[config.mk]
export PLATFORM = sky130hd
export DESIGN_NAME = dgu_diagnose_unit
export DESIGN_NICKNAME = d
export VERILOG_FILES = /design/src/verilog/dgu_diagnose_unit.v
export VERILOG_INCLUDE_DIRS = /design/src /design/src/verilog
export SDC_FILE = /design/constraint.sdc
export NUM_CORES = 1
export LEC_CHECK = 0
export BUFFER_PORTS_ARGS = -buffer_cell sky130_fd_sc_hd__buf_4
export CAP_MARGIN = 40
export CORE_AREA = 2 2 133 135
export CTS_CLUSTER_DIAMETER = 40
export DETAILED_ROUTE_END_ITERATION = 7
export DIE_AREA = 0 0 135 137
export GPL_ROUTABILITY_DRIVEN = 0
export PLACE_DENSITY = 0.86
export SLEW_MARGIN = 0
export SYNTH_ARGS = -nofsm -noshare
export SYNTH_HDL_FRONTEND = slang
export SYNTH_SLANG_ARGS = --single-unit
[constraint.sdc]
create_clock -name clk -period 4.9 [get_ports clk]
set_clock_uncertainty 0.2 [all_clocks]
set_input_delay 0.245 -clock clk [delete_from_list [all_inputs] [get_ports clk]]
set_output_delay 0.245 -clock clk [all_outputs]
set_load 0.05 [all_outputs]
[src/verilog/dgu_map.vh]
// Purpose: Constants for the diagnose instruction unit.
// Assumes: Parameter field numbered with bit 0 as the most significant of 16.
// Notes:   Bit n of the field is index (15-n) of a [15:0] vector.
`ifndef DGU_MAP_VH
`define DGU_MAP_VH
`define DGU_PB_FN0        7
`define DGU_PB_FN1        6
`define DGU_PB_DIR        3
`define DGU_PB_SYSID      2
`define DGU_PB_ENABLE     1
`define DGU_PB_MICRO      0
`define DGU_FN_STORAGE    2'b00
`define DGU_FN_DETECTOR   2'b01
`define DGU_FN_LOCAL      2'b10
`define DGU_FN_CHANNEL    2'b11
`define DGU_SYS_ID        16'h0A5C  // Arbitrary identification value, chosen for this block.
`define DGU_PSW_PRIV      13
`define DGU_PSW_PARITY    7
`define DGU_SEL_REGS      2'b00
`define DGU_SEL_LEVEL     2'b01
`define DGU_SEL_IADDR     2'b10
`define DGU_SEL_AKEY      2'b11
`endif

[src/verilog/dgu_diagnose_unit.v]
// Purpose: Executes the privileged diagnose instruction for the microcoded execution unit.
// Assumes: One clock; opStart is a one-cycle pulse; storage answers in one cycle per access.
// Notes:   Register file, local store and storage array live outside; this block only steers them.
`timescale 1ns/1ns
`default_nettype none
`include "dgu_map.vh"

module dgu_diagnose_unit (
    input  wire        clk,
    input  wire        sys_rst,
    input  wire        opStart,
    input  wire [15:0] paramField,
    input  wire        problemState,
    input  wire [15:0] curReg0,
    input  wire [15:0] curReg1,
    input  wire [15:0] curReg7,
    input  wire [31:0] appendWords,
    input  wire [15:0] immedExtra,
    input  wire        isFloatReg,
    input  wire [15:0] lsReadData,
    input  wire [25:0] memReadWord,
    input  wire        procReadDone,
    input  wire        smcEvent,
    input  wire [15:0] smcInstrAddr,
    input  wire        diagModeSwitch,
    input  wire        startPressed,
    input  wire        levelBlockLoad,
    input  wire        stopAddrChange,
    input  wire        segInstrExec,
    output reg         opDone,
    output reg  [15:0] regWrData0,
    output reg  [15:0] regWrData1,
    output reg         regWrEn0,
    output reg         regWrEn1,
    output reg         memReq,
    output reg         memWrite,
    output reg  [15:0] memAddr,
    output reg  [25:0] memWriteWord,
    output reg         lsWrEn,
    output reg  [1:0]  lsClass,
    output reg  [6:0]  lsAddr,
    output reg  [31:0] lsWrData,
    output reg  [15:0] immedOut,
    output reg         immedOutValid,
    output reg         microDiagReturn,
    output reg         machineCheck,
    output reg         programCheck,
    output reg         pswParityErr,
    output reg         pswPrivErr,
    output reg         smcDetectorOn,
    output reg         stopState,
    output reg  [15:0] consoleDisplay,
    output reg         chanIntInhibit,
    output reg         cycleStealInhibit
);

    localparam [3:0] ST_IDLE = 4'b0001;
    localparam [3:0] ST_MEM  = 4'b0010;
    localparam [3:0] ST_READ = 4'b0100;
    localparam [3:0] ST_DONE = 4'b1000;

    reg  [3:0]  state_r;
    reg  [15:0] param_r;
    reg  [25:0] word_r;
    wire [1:0]  fn       = {param_r[`DGU_PB_FN0], param_r[`DGU_PB_FN1]};
    wire        enBit    = param_r[`DGU_PB_ENABLE];
    wire        dirWrite = param_r[`DGU_PB_DIR];

    // Five check bits of one byte: four Hamming parities plus overall parity.
    function [4:0] chk5;
        input [7:0] d;
        reg   [3:0] h;
        begin
            h[0] = d[0] ^ d[1] ^ d[3] ^ d[4] ^ d[6];
            h[1] = d[0] ^ d[2] ^ d[3] ^ d[5] ^ d[6];
            h[2] = d[1] ^ d[2] ^ d[3] ^ d[7];
            h[3] = d[4] ^ d[5] ^ d[6] ^ d[7];
            chk5 = {^{d, h}, h};
        end
    endfunction

    // Byte corrected by its syndrome flip mask; index 8 marks a double error.
    function [8:0] fix5;
        input [7:0] d;
        input [4:0] c;
        reg   [4:0] s;
        reg   [7:0] m;
        begin
            s = chk5(d) ^ c;
            // Overall parity spans the stored check bits too, so a flipped check bit reads as single.
            s[4] = ^{d, c};
            m = 8'h00;
            case (s[3:0])
                4'h3: m = 8'h01;
                4'h5: m = 8'h02;
                4'h6: m = 8'h04;
                4'h7: m = 8'h08;
                4'h9: m = 8'h10;
                4'hA: m = 8'h20;
                4'hB: m = 8'h40;
                4'hC: m = 8'h80;
                default: m = 8'h00;
            endcase
            fix5 = {(s[3:0] != 4'h0) && !s[4], d ^ m};
        end
    endfunction

    // Stored word layout: {check hi, data hi, check lo, data lo}.
    wire [8:0] fixHi = fix5(word_r[20:13], word_r[25:21]);
    wire [8:0] fixLo = fix5(word_r[7:0], word_r[12:8]);
    wire       dblErr = fixHi[8] | fixLo[8];

    // Ordinary processor reads are checked straight off the storage word.
    wire [8:0] pHi = fix5(memReadWord[20:13], memReadWord[25:21]);
    wire [8:0] pLo = fix5(memReadWord[7:0], memReadWord[12:8]);
    wire       dblErrProc = pHi[8] | pLo[8];
    wire       diagFnGo = (state_r == ST_MEM) && !param_r[`DGU_PB_SYSID] && !param_r[`DGU_PB_MICRO];
    // An enabled diagnose read is a normal read, so a double error there checks the machine too.
    wire       diagDblErr = (state_r == ST_DONE) && (fn == `DGU_FN_STORAGE) && !dirWrite && enBit && dblErr;
    wire       storeErr = (procReadDone && dblErrProc) || diagDblErr;

    // Main sequencer for one diagnose instruction.
    always @(posedge clk) begin
        if (sys_rst) begin
            state_r <= ST_IDLE;
            param_r <= 16'h0000;
            word_r <= 26'h000_0000;
            opDone <= 1'b0;
            regWrEn0 <= 1'b0;
            regWrEn1 <= 1'b0;
            regWrData0 <= 16'h0000;
            regWrData1 <= 16'h0000;
            memReq <= 1'b0;
            memWrite <= 1'b0;
            memAddr <= 16'h0000;
            memWriteWord <= 26'h000_0000;
            lsWrEn <= 1'b0;
            lsClass <= 2'b00;
            lsAddr <= 7'h00;
            lsWrData <= 32'h0000_0000;
            immedOut <= 16'h0000;
            immedOutValid <= 1'b0;
            microDiagReturn <= 1'b0;
            programCheck <= 1'b0;
            machineCheck <= 1'b0;
        end else begin
            opDone <= 1'b0;
            regWrEn0 <= 1'b0;
            regWrEn1 <= 1'b0;
            memReq <= 1'b0;
            lsWrEn <= 1'b0;
            immedOutValid <= 1'b0;
            microDiagReturn <= 1'b0;
            programCheck <= 1'b0;
            machineCheck <= storeErr;
            case (state_r)
                ST_IDLE: begin
                    if (opStart) begin
                        param_r <= paramField;
                        if (problemState) begin
                            programCheck <= 1'b1;
                            opDone <= 1'b1;
                        end else if (paramField[`DGU_PB_SYSID]) begin
                            regWrData0 <= `DGU_SYS_ID;
                            regWrEn0 <= 1'b1;
                            opDone <= 1'b1;
                        end else if (paramField[`DGU_PB_MICRO]) begin
                            microDiagReturn <= 1'b1;
                            opDone <= 1'b1;
                        end else begin
                            state_r <= ST_MEM;
                        end
                    end
                end
                ST_MEM: begin
                    state_r <= ST_DONE;
                    case (fn)
                        `DGU_FN_STORAGE: begin
                            memReq <= 1'b1;
                            memWrite <= dirWrite;
                            memAddr <= curReg7;
                            if (dirWrite) begin
                                if (enBit)
                                    memWriteWord <= {chk5(curReg1[15:8]), curReg1[15:8],
                                                     chk5(curReg1[7:0]), curReg1[7:0]};
                                else
                                    memWriteWord <= {curReg0[15:11], curReg1[15:8],
                                                     curReg0[7:3], curReg1[7:0]};
                            end else begin
                                state_r <= ST_READ;
                            end
                        end
                        `DGU_FN_LOCAL: begin
                            lsClass <= {appendWords[31], appendWords[23]};
                            lsAddr <= appendWords[30:24];
                            // Read-out waits a cycle: the local store answers the select set here.
                            if (!dirWrite) begin
                                lsWrData <= {appendWords[15:0], isFloatReg ? immedExtra : 16'h0000};
                                lsWrEn <= 1'b1;
                            end
                        end
                        default: begin
                        end
                    endcase
                end
                ST_READ: begin
                    word_r <= memReadWord;
                    state_r <= ST_DONE;
                    opDone <= 1'b0;
                end
                ST_DONE: begin
                    if (fn == `DGU_FN_STORAGE && !dirWrite) begin
                        if (enBit) begin
                            regWrData1 <= {fixHi[7:0], fixLo[7:0]};
                            regWrEn1 <= 1'b1;
                        end else begin
                            regWrData0 <= {word_r[25:21], 3'b000, word_r[12:8], 3'b000};
                            regWrData1 <= {word_r[20:13], word_r[7:0]};
                            regWrEn0 <= 1'b1;
                            regWrEn1 <= 1'b1;
                        end
                    end
                    if (fn == `DGU_FN_LOCAL && dirWrite) begin
                        immedOut <= lsReadData;
                        immedOutValid <= 1'b1;
                    end
                    opDone <= 1'b1;
                    state_r <= ST_IDLE;
                end
                default: state_r <= ST_IDLE;
            endcase
        end
    end

    // Status flags pulse for one cycle; the status word itself is held outside this block.
    always @(posedge clk) begin
        if (sys_rst) begin
            pswParityErr <= 1'b0;
            pswPrivErr <= 1'b0;
        end else begin
            pswParityErr <= storeErr;
            pswPrivErr <= (state_r == ST_IDLE) && opStart && problemState;
        end
    end

    // Detector, stop state and console; the detector forgets only on its own reset paths.
    always @(posedge clk) begin
        if (sys_rst) begin
            smcDetectorOn <= 1'b0;
            stopState <= 1'b0;
            consoleDisplay <= 16'h0000;
        end else begin
            if (diagFnGo && fn == `DGU_FN_DETECTOR)
                smcDetectorOn <= enBit;
            if (smcEvent && smcDetectorOn && diagModeSwitch) begin
                stopState <= 1'b1;
                consoleDisplay <= smcInstrAddr;
            end else if (startPressed) begin
                stopState <= 1'b0;
            end
        end
    end

    // Channel gating; masking and stealing return by separate events.
    always @(posedge clk) begin
        if (sys_rst) begin
            chanIntInhibit <= 1'b0;
            cycleStealInhibit <= 1'b0;
        end else begin
            if (diagFnGo && fn == `DGU_FN_CHANNEL) begin
                chanIntInhibit <= !enBit;
                cycleStealInhibit <= !enBit;
            end else begin
                if ((startPressed && stopState) || levelBlockLoad)
                    chanIntInhibit <= 1'b0;
                if (stopAddrChange || segInstrExec)
                    cycleStealInhibit <= 1'b0;
            end
        end
    end

endmodule // dgu_diagnose_unit
`default_nettype wire

-- After elaboration in Yosys (flattened, before gate mapping)
Memory sizes are Yosys's and may differ from the RTL's.
Index checks and enable logic that the tools add are counted.
- equality and inequality tests: 14
- muxes and demuxes: 38
- bitwise logic cells: 98
- reductions and logical operators: 60
- operators by type and width (cell ; count):
    16-bit two-way mux ; 7
    1-bit bitwise XOR ; 84
    13-bit XOR reduction ; 4
    16-bit case mux with 2 select lines ; 1
    26-bit two-way mux ; 1
    4-bit two-way mux ; 6
    12-bit XOR reduction ; 2
    1-bit logical AND ; 20
    1-bit two-way mux ; 20
    4-bit nonzero test ; 4
    4-bit bitwise XOR ; 4
    8-bit bitwise XOR ; 2
    2-bit != test (second input constant) ; 6
    4-bit case mux with 3 select lines ; 1
    2-bit AND reduction ; 5
    1-bit logical NOT ; 8
    2-bit nonzero test ; 4
    1-bit inverter ; 6
    3-bit AND reduction ; 2
    6-bit AND reduction ; 1
    3-bit OR reduction ; 2
    5-bit OR reduction ; 1
    2-bit == test (second input constant) ; 2
    4-bit by 1-bit == test with 1-bit output (second input constant) ; 1
    11 further kinds ; 16
- register bits after elaboration: 200
- ROM bits: 256
- input port bits: 182
- output and inout port bits: 163
- logic and storage cells: 239
- memories kept: 2
- memory list (memory ; words ; bits a word ; rd ports ; clocked after Yosys merged registers in ; wr ports ; line ; RTL):
    (name not given) ; 16 ; 8 ; 1 ; 0 ; 0 ; dgu_diagnose_unit.v:93 ; case (s[3:0])
    (name not given) ; 16 ; 8 ; 1 ; 0 ; 0 ; dgu_diagnose_unit.v:93 ;

-- Depth between registers and ports, before layout
Gate-level depths: netlist of run 1.
- word-level depth: 10
- mapped depth: 8
- gate-level depth less buffers: 6

-- Worst setup path after synthesis of run 1
Ideal clock, no wire load.
- path type: reg2reg
- start: reg word_r[5]
- end: reg regWrData1[3]
- library setup time: 0.091 ns
- arrival: 1.909 ns
- setup slack: 2.700 ns
- cell stages (with the launch flop): 6
- period minus slack after synthesis: 2.200 ns
- cells stage by stage: dfxtp_1 -> xnor3_1 -> xnor2_1 -> or3_1 -> or3_1 -> a311oi_1
- cells in the longest elaborated chain, start to end: 7
- elaborated cells on any way between the ends: 9
- those cells by class: 1 x mux; 7 x bitwise; 1 x memory
- ends and longest elaborated chain (what ; line ; RTL):
    start: declaration ; dgu_diagnose_unit.v:64 ; reg [25:0] word_r;
    start signal: assignment ; dgu_diagnose_unit.v:207 ; word_r <= memReadWord;
    1-bit bitwise XOR (3 in a row) ; dgu_diagnose_unit.v:77 ; h[3] = d[4] ^ d[5] ^ d[6] ^ d[7];
    4-bit bitwise XOR * ; dgu_diagnose_unit.v:89 ; s = chk5(d) ^ c;
    memory 16 x 8 bit * ; n/a ;
    8-bit bitwise XOR * ; dgu_diagnose_unit.v:104 ; fix5 = {(s[3:0] != 4'h0) && !s[4], d ^ m};
    16-bit two-way mux * ; dgu_diagnose_unit.v:213 ; if (enBit) begin
    end signal: assignment ; dgu_diagnose_unit.v:214 ; regWrData1 <= {fixHi[7:0], fixLo[7:0]};
    end signal: assignment ; dgu_diagnose_unit.v:218 ; regWrData1 <= {word_r[20:13], word_r[7:0]};
    end: declaration ; dgu_diagnose_unit.v:32 ; output reg [15:0] regWrData1,
Mark *: on every way between the ends. The rest lies on a longest branch, timed or not.
A chain may end at the register's enable or synchronous reset.

-- Final worst setup path of run 1
- start: reg param_r[7]
- end: reg lsWrData[15]
- cells in the longest elaborated chain, start to end: 2
- ends and longest elaborated chain (what ; line ; RTL):
    start: declaration ; dgu_diagnose_unit.v:63 ; reg [15:0] param_r;
    start signal: assignment ; dgu_diagnose_unit.v:159 ; param_r <= paramField;
    2-bit == test ; dgu_diagnose_unit.v:177 ; case (fn)
    3-bit AND reduction (no line) ; n/a ;
    end signal: assignment ; dgu_diagnose_unit.v:198 ; lsWrData <= {appendWords[15:0], isFloatReg ? immedExtra : 16'h0000};
    end: declaration ; dgu_diagnose_unit.v:42 ; output reg [31:0] lsWrData,
Every way passes these cells.

==> flow_summary.yaml, run 1 <==
run_status:
  status: "complete, no violations"
route:
  first_pass_iters: 6
  vias_per_cell: 5.42
  drt-wirelength-per-cell_um: 18.4
  ant_nets: 0
  initialDrtViolationCount: 549
  drt-total-wl_mm: 30.3
  route.detailed.drc: 0
  vias: 8904
yosys:
  ys_types: 50
  synth_compound_area_frac: 0.138
  synth_edf_count: 0
  synth.ff_latch_count: 193
  synth_seq_area_share: 0.467
  synthCells: 970
  synth_warnings: 0
  synth_top_family_by_area: "simple AND/OR/NAND/NOR gates"
  muxShareOfSynthArea: 0.00484
  yosys-top-cells-area: "dfxtp_1 (47%), nand2_1 (11%), a21oi_1 (8.6%)"
  yosys.area_share.adder: 0
  yosys.area.top_type_share: 0.467
  yosys.area.top_type: "dfxtp_1"
  yosys.area_share.simple: 0.215
  synthArstFlopShare: 0
  synth_xor_area_frac: 0.139
  synth-main-ff-cell: "dfxtp_1"
  syn_area_um2: 8280
  syn_avg_cell_area_um2: 8.53
layout:
  layout-drive-gt1-share: 0.263
  regArea_um2: 3860
  final_common_cell: "buf_4"
  final_util: 0.756
  antenna_cells: 0
  syn_to_final_growth_pct: 55.7
  multi_input_area_um2: 4150
  fin_nets: 1587
  final_cell_mix: "buf_4 (323), nand2_1 (253), dfxtp_1 (193)"
  final_cells: 1643
  fillCellCount: 1092
worst_hold_path:
  holdPathEnd: "memWriteWord[9]"
  holdPathStages: 3
  hp-class: "input pin to flop"
  hold_start: "curReg0[4]"
timing:
  tightest_slew_ps: 949
  fin_crit_sh: 0.645
  layout_setup_ws_ps: 1740
  timing.fmax_mhz: 316
  maxSlewViolCount: 0
  slew_headroom: 0.365
  layout_min_cycle_time_ps: 3160
  hold_viol: 0
  tns_ps: 0
  setup_viol: 0
  rsz0062_at_grt: "no"
clock_network:
  post_cts.repair.setup_buffers: 0
  cts-root-buf: "clkbuf_16"
  tritoncts: "done"
  cts_inserted_buffers: 17
  cts_resized: 0
  clockBufferDepth: 2
  cts_max_level: 4
  clkSinkCount: 193
  clk_pin_slew_ps: 80
  clk-insertion-delay-late_ps: 420
setup_path:
  start_kind: "flop"
  regToRegSetupSlack_ps: 1740
  reg2reg_from: "param_r[7]"
  crit_type: "flop to flop"
  reg2reg_to: "lsWrData[15]"
  crit_arrival_ps: 3280
  rr_worst_depth: 7
  cp_max_fo: 17
  cp-end-kind: "flop"
  required_ps: 5020
die:
  die_height_um: 137
  start_util: 0.485
  core_area_um2: 17100
  dieArea_um2: 18500
  die_x_um: 135
  row_count: 48
  ios: 345
pwr:
  p_leak_nw: 5.19
  powerDensity_nw_per_um2: 265
  ir_worst_vdd_v: 0.000229
placement:
  dp.cells: 1456
  dp_hpwl_mm: 18.0
  dp_slack_ps: 1860
  port_buffers: 317
grt:
  antenna_found_initial: 0
  gr-usage-all-layers: 0.315
  first_global_vias: 8756
  overflow: 0
  grt_first_pass_wirelength_mm: 45.7
  grt_max_degree: 110
run:
  maxCapViolCount: 0
[timing repair]
item / CTS / global route
endpoints found under the hold margin: 154 / 0
setup endpoints to repair: 0 / 0
hold buffers: 155 / 0
[Yosys cell counts, types with 7 or more instances]
| cell | count |
|---|---|
| nor3_1 | 18 |
| a211oi_1 | 17 |
| xor2_1 | 13 |
| buf_2 | 7 |
| nor2_1 | 50 |
| nand3_1 | 30 |
| or3_1 | 7 |
| xnor3_1 | 14 |
| dfxtp_1 | 193 |
| a21oi_1 | 143 |
| a22o_1 | 16 |
| clkbuf_1 | 53 |
| xnor2_1 | 76 |
| nand2_1 | 253 |
[cells by family after synthesis]
| group | count (synthesis) |
|---|---|
| XOR/XNOR | 106 |
| flip-flops | 193 |
| AO/OA/AOI/OAI | 198 |
| buffers and inverters | 70 |
| other | 1 |
| AND/OR/NAND/NOR | 398 |
| multiplexers | 4 |
[registers in the layout (all words and copies together), names as in the netlist, 2 cells and up]
| register | count |
|---|---|
| memWriteWord | 26 |
| immedOut | 16 |
| state_r | 4 |
| regWrData1 | 16 |
| regWrData0 | 11 |
| memAddr | 16 |
| word_r | 26 |
| lsClass | 2 |
| lsAddr | 7 |
| lsWrData | 32 |
| consoleDisplay | 16 |
| param_r | 6 |
[report_power, final]
group,internal [mW],switching (mW),leakage [nW]
logic,0.259,0.219,3.36
clock network,0.677,0.665,0.276
registers,1.58,0.0148,1.56
total,2.51,0.899,5.19
[critical path, stage by stage (launching register included)]
cell	delay, ps
dfxtp_1	500
nor2b_1	730
nand2_1	480
nor2_1	190
buf_4	250
nor2_1	160
buf_4	280
a22o_1	260
[metrics by stage]
step / cell area (um2) / hold slack [ps] / total power [mW]
floorplan: 8290 / 163 / 1.83
global placement: 10700 / 241 / 1.98
detailed placement: 10800 / 246 / 1.98
CTS: 12900 / 14.0 / 3.42
global route: 12900 / 37.0 / 3.53
finish: 12900 / 32.4 / 3.41
[routing by layer]
layer,routed length (um),track usage,vias up,part of all wire
met2,15400,0.563,473,0.51
li1,-,-,4122,-
met4,1450,0.159,0,0.048
met3,2250,0.0733,129,0.074
met5,0,0,-,0
met1,11200,0.352,4180,0.37
[how the worst max path moves through the flow]
stage | depth (start not counted) | start | end
4_1_cts | 7 | param_r[7] | lsWrData[3]
3_3_place_gp | 6 | state_r[1] | memWriteWord[8]
2_1_floorplan | 5 | word_r[5] | regWrData1[3]
3_5_place_dp | 7 | param_r[7] | lsWrData[7]
6_report | 7 | param_r[7] | lsWrData[15]
5_1_grt | 4 | param_r[7] | lsWrData[5]
[final cells by class]
cell class / count / area share
flip-flops and latches: 193 / 0.300
inverters: 2 / 0.000582
clock buffers: 17 / 0.0330
well taps: 225 / 0.0218
multi-input cells: 710 / 0.322
clock inverters: 15 / 0.0113
repair buffers: 481 / 0.312
No activity file was read; power rests on OpenSTA's default activity.
==> inputs of run 2 (changes only) <==
Settings changed: ABC_AREA set to 1, CORE_AREA 2 2 133 135 to not set, CORE_MARGIN set to 2, CORE_UTILIZATION set to 46, DIE_AREA 0 0 135 137 to not set, PLACE_DENSITY 0.86 to 0.83.
Clock period 4.9 ns to 2.69 ns, I/O delays scaled along.
==> flow_summary.yaml, run 2 <==
run_status:
  status: "complete, no violations"
grt:
  antenna_found_initial: 0
  gr-usage-all-layers: 0.307
  grt_first_pass_wirelength_mm: 54.5
  overflow: 0
  grt_max_degree: 61
  first_global_vias: 10922
run:
  maxCapViolCount: 0
die:
  dieArea_um2: 22200
  row_count: 53
  core_area_um2: 20800
  ios: 345
  start_util: 0.465
  die_height_um: 149
  die_x_um: 149
route:
  first_pass_iters: 6
  vias_per_cell: 5.14
  vias: 11685
  drt-total-wl_mm: 35.1
  ant_nets: 0
  drt-wirelength-per-cell_um: 15.4
  initialDrtViolationCount: 762
  route.detailed.drc: 0
clock_network:
  cts_inserted_buffers: 17
  cts_max_level: 4
  clockBufferDepth: 2
  clkSinkCount: 193
  tritoncts: "done"
  cts-root-buf: "clkbuf_16"
  clk-insertion-delay-late_ps: 430
  clk_pin_slew_ps: 80
pwr:
  p_comb_frac: 0.144
  power.switching_mw: 1.76
  seqPwrFrac: 0.442
  powerDensity_nw_per_um2: 444
  power.total_mw: 6.53
  p_int_mw: 4.77
  ir_worst_vdd_v: 0.000385
  p_leak_nw: 7.32
  switching_share: 0.269
  clkPwrFrac: 0.414
layout:
  largest_register_ffs: 32
  fillCellCount: 1533
  regArea_um2: 3860
  reg_top3: "lsWrData (32), memWriteWord (26), word_r (26)"
  antenna_cells: 0
  multi_input_area_um2: 4950
  final_cell_mix: "nand2_1 (473), buf_4 (332), nor2_1 (198)"
  layout-drive-gt1-share: 0.205
  top_register: "lsWrData"
  fin_nets: 2167
  final_common_cell: "nand2_1"
  syn_to_final_growth_pct: 51.9
yosys:
  syn_area_um2: 9690
  syn_avg_cell_area_um2: 6.41
  synth.ff_latch_count: 193
  yosys.area.top_type_share: 0.399
  synth_warnings: 0
  yosys-top-cells-count: "nand2_1 (473), nor2_1 (198), dfxtp_1 (193)"
  synth_seq_area_share: 0.399
  synth_edf_count: 0
  synth-main-ff-cell: "dfxtp_1"
  synthCells: 1512
  ys_types: 40
  yosys-top-cells-area: "dfxtp_1 (40%), nand2_1 (18%), nor2_1 (7.7%)"
  yosys.area.top_type: "dfxtp_1"
  synthArstFlopShare: 0
  synth.most_common_cell: "nand2_1"
setup_path:
  crit_path_frequent_cell: "inv_2"
  reg2reg_from: "state_r[3]"
  regToRegSetupSlack_ps: 210
  crit_type: "flop to flop"
  cp-end-kind: "flop"
  start_kind: "flop"
  required_ps: 2840
  crit_arrival_ps: 2630
  reg2reg_to: "lsWrData[1]"
  cp_max_fo: 15
  rr_worst_depth: 11
  critPathSlowestCell: "dlygate4sd3_1"
  slowest_delay_ps: 580
  crit_chain: "inv_2 > nand2_2 > nor3_4 > inv_2 > nor2_8 > inv_4 > nor2_4 > buf_4 > nand3_1 > dlygate4sd3_1 > a21oi_1"
worst_hold_path:
  holdPathEnd: "consoleDisplay[0]"
  hp-class: "input pin to flop"
  hold_start: "diagModeSwitch"
  holdPathStages: 4
timing:
  rsz0062_at_grt: "no"
  maxSlewViolCount: 0
  layout_min_cycle_time_ps: 2480
  hold_viol: 0
  tightest_slew_ps: 695
  slew_headroom: 0.536
  timing.fmax_mhz: 403
  setup_viol: 0
  layout_setup_ws_ps: 207
  tns_ps: 0
  fin_crit_sh: 0.923
placement:
  port_buffers: 317
  dp_slack_ps: 505
  dp_hpwl_mm: 22.4
run 2: power by group through the flow:
stage / sequential [mW] / clock [mW] / combinational (mW)
after floorplan: 2.98 / 0 / 0.368
after global placement: 2.95 / 0 / 0.699
after detailed placement: 2.95 / 0 / 0.716
after CTS: 2.88 / 2.75 / 0.908
after global routing: 2.88 / 2.86 / 1.02
final: 2.88 / 2.70 / 0.942
run 2: per-stage QoR:
stage,cell area [um2],instances,hold slack (ps),util
floorplan,9700,1515,10.9,-
global placement,12200,2057,133,0.588
detailed placement,12200,2058,133,0.588
CTS,14700,2271,46.7,0.706
global route,14700,2273,119,0.707
finish,14700,2273,98.1,0.707
run 2: worst max-delay path by stage:
stage                     startpoint       endpoint  depth (start not counted)
after CTS                 state_r[3]   lsWrData[10]                         11
after floorplan           state_r[2]    lsWrData[3]                         11
after detailed placement  state_r[3]  regWrData0[6]                         11
final                     state_r[3]    lsWrData[1]                         11
after global placement    state_r[3]  regWrData0[6]                         11
after global routing      state_r[2]    lsWrData[1]                         11
run 2: timing repair:
action,CTS,global route
resized for setup,0,1
hold buffers,181,0
buffers inserted,0,2
endpoints found under the hold margin,158,0
setup endpoints to repair,0,5
run 2: worst max-delay path, delay by kind of cell, from the launching register on:
| kind | cells | cell delay [ps] |
|---|---|---|
| AO/OA/AOI/OAI | 1 | 150 |
| buffers and inverters | 5 | 1080 |
| flip-flops | 1 | 330 |
| AND/OR/NAND/NOR | 5 | 630 |
run 2: cell families (layout without fill, tap and decap cells):
kind of cell    count (synthesis)  count (layout)  share of synthesized area
simple gates                  806             806                      0.340
compound gates                263             263                      0.138
buf+inv                       216             699                     0.0917
flops                         193             193                      0.399
xor+xnor                       33              33                     0.0313
other cells                     1               4                   0.000387
run 2: per-layer routing:
layer | vias to the layer above | GRT usage | part of all wire
li1 | 5711 | - | -
met4 | 0 | 0.181 | 0.062
met1 | 5238 | 0.358 | 0.39
met5 | - | 0 | 0
met2 | 599 | 0.526 | 0.47
met3 | 137 | 0.0550 | 0.078
run 2: final cells by class:
class                   count  area share
clock inverters            15      0.0140
repair buffers            516       0.296
flip-flops and latches    193       0.263
clock buffers              17      0.0289
inverters                 151      0.0391
multi-input cells        1106       0.336
well taps                 275      0.0234
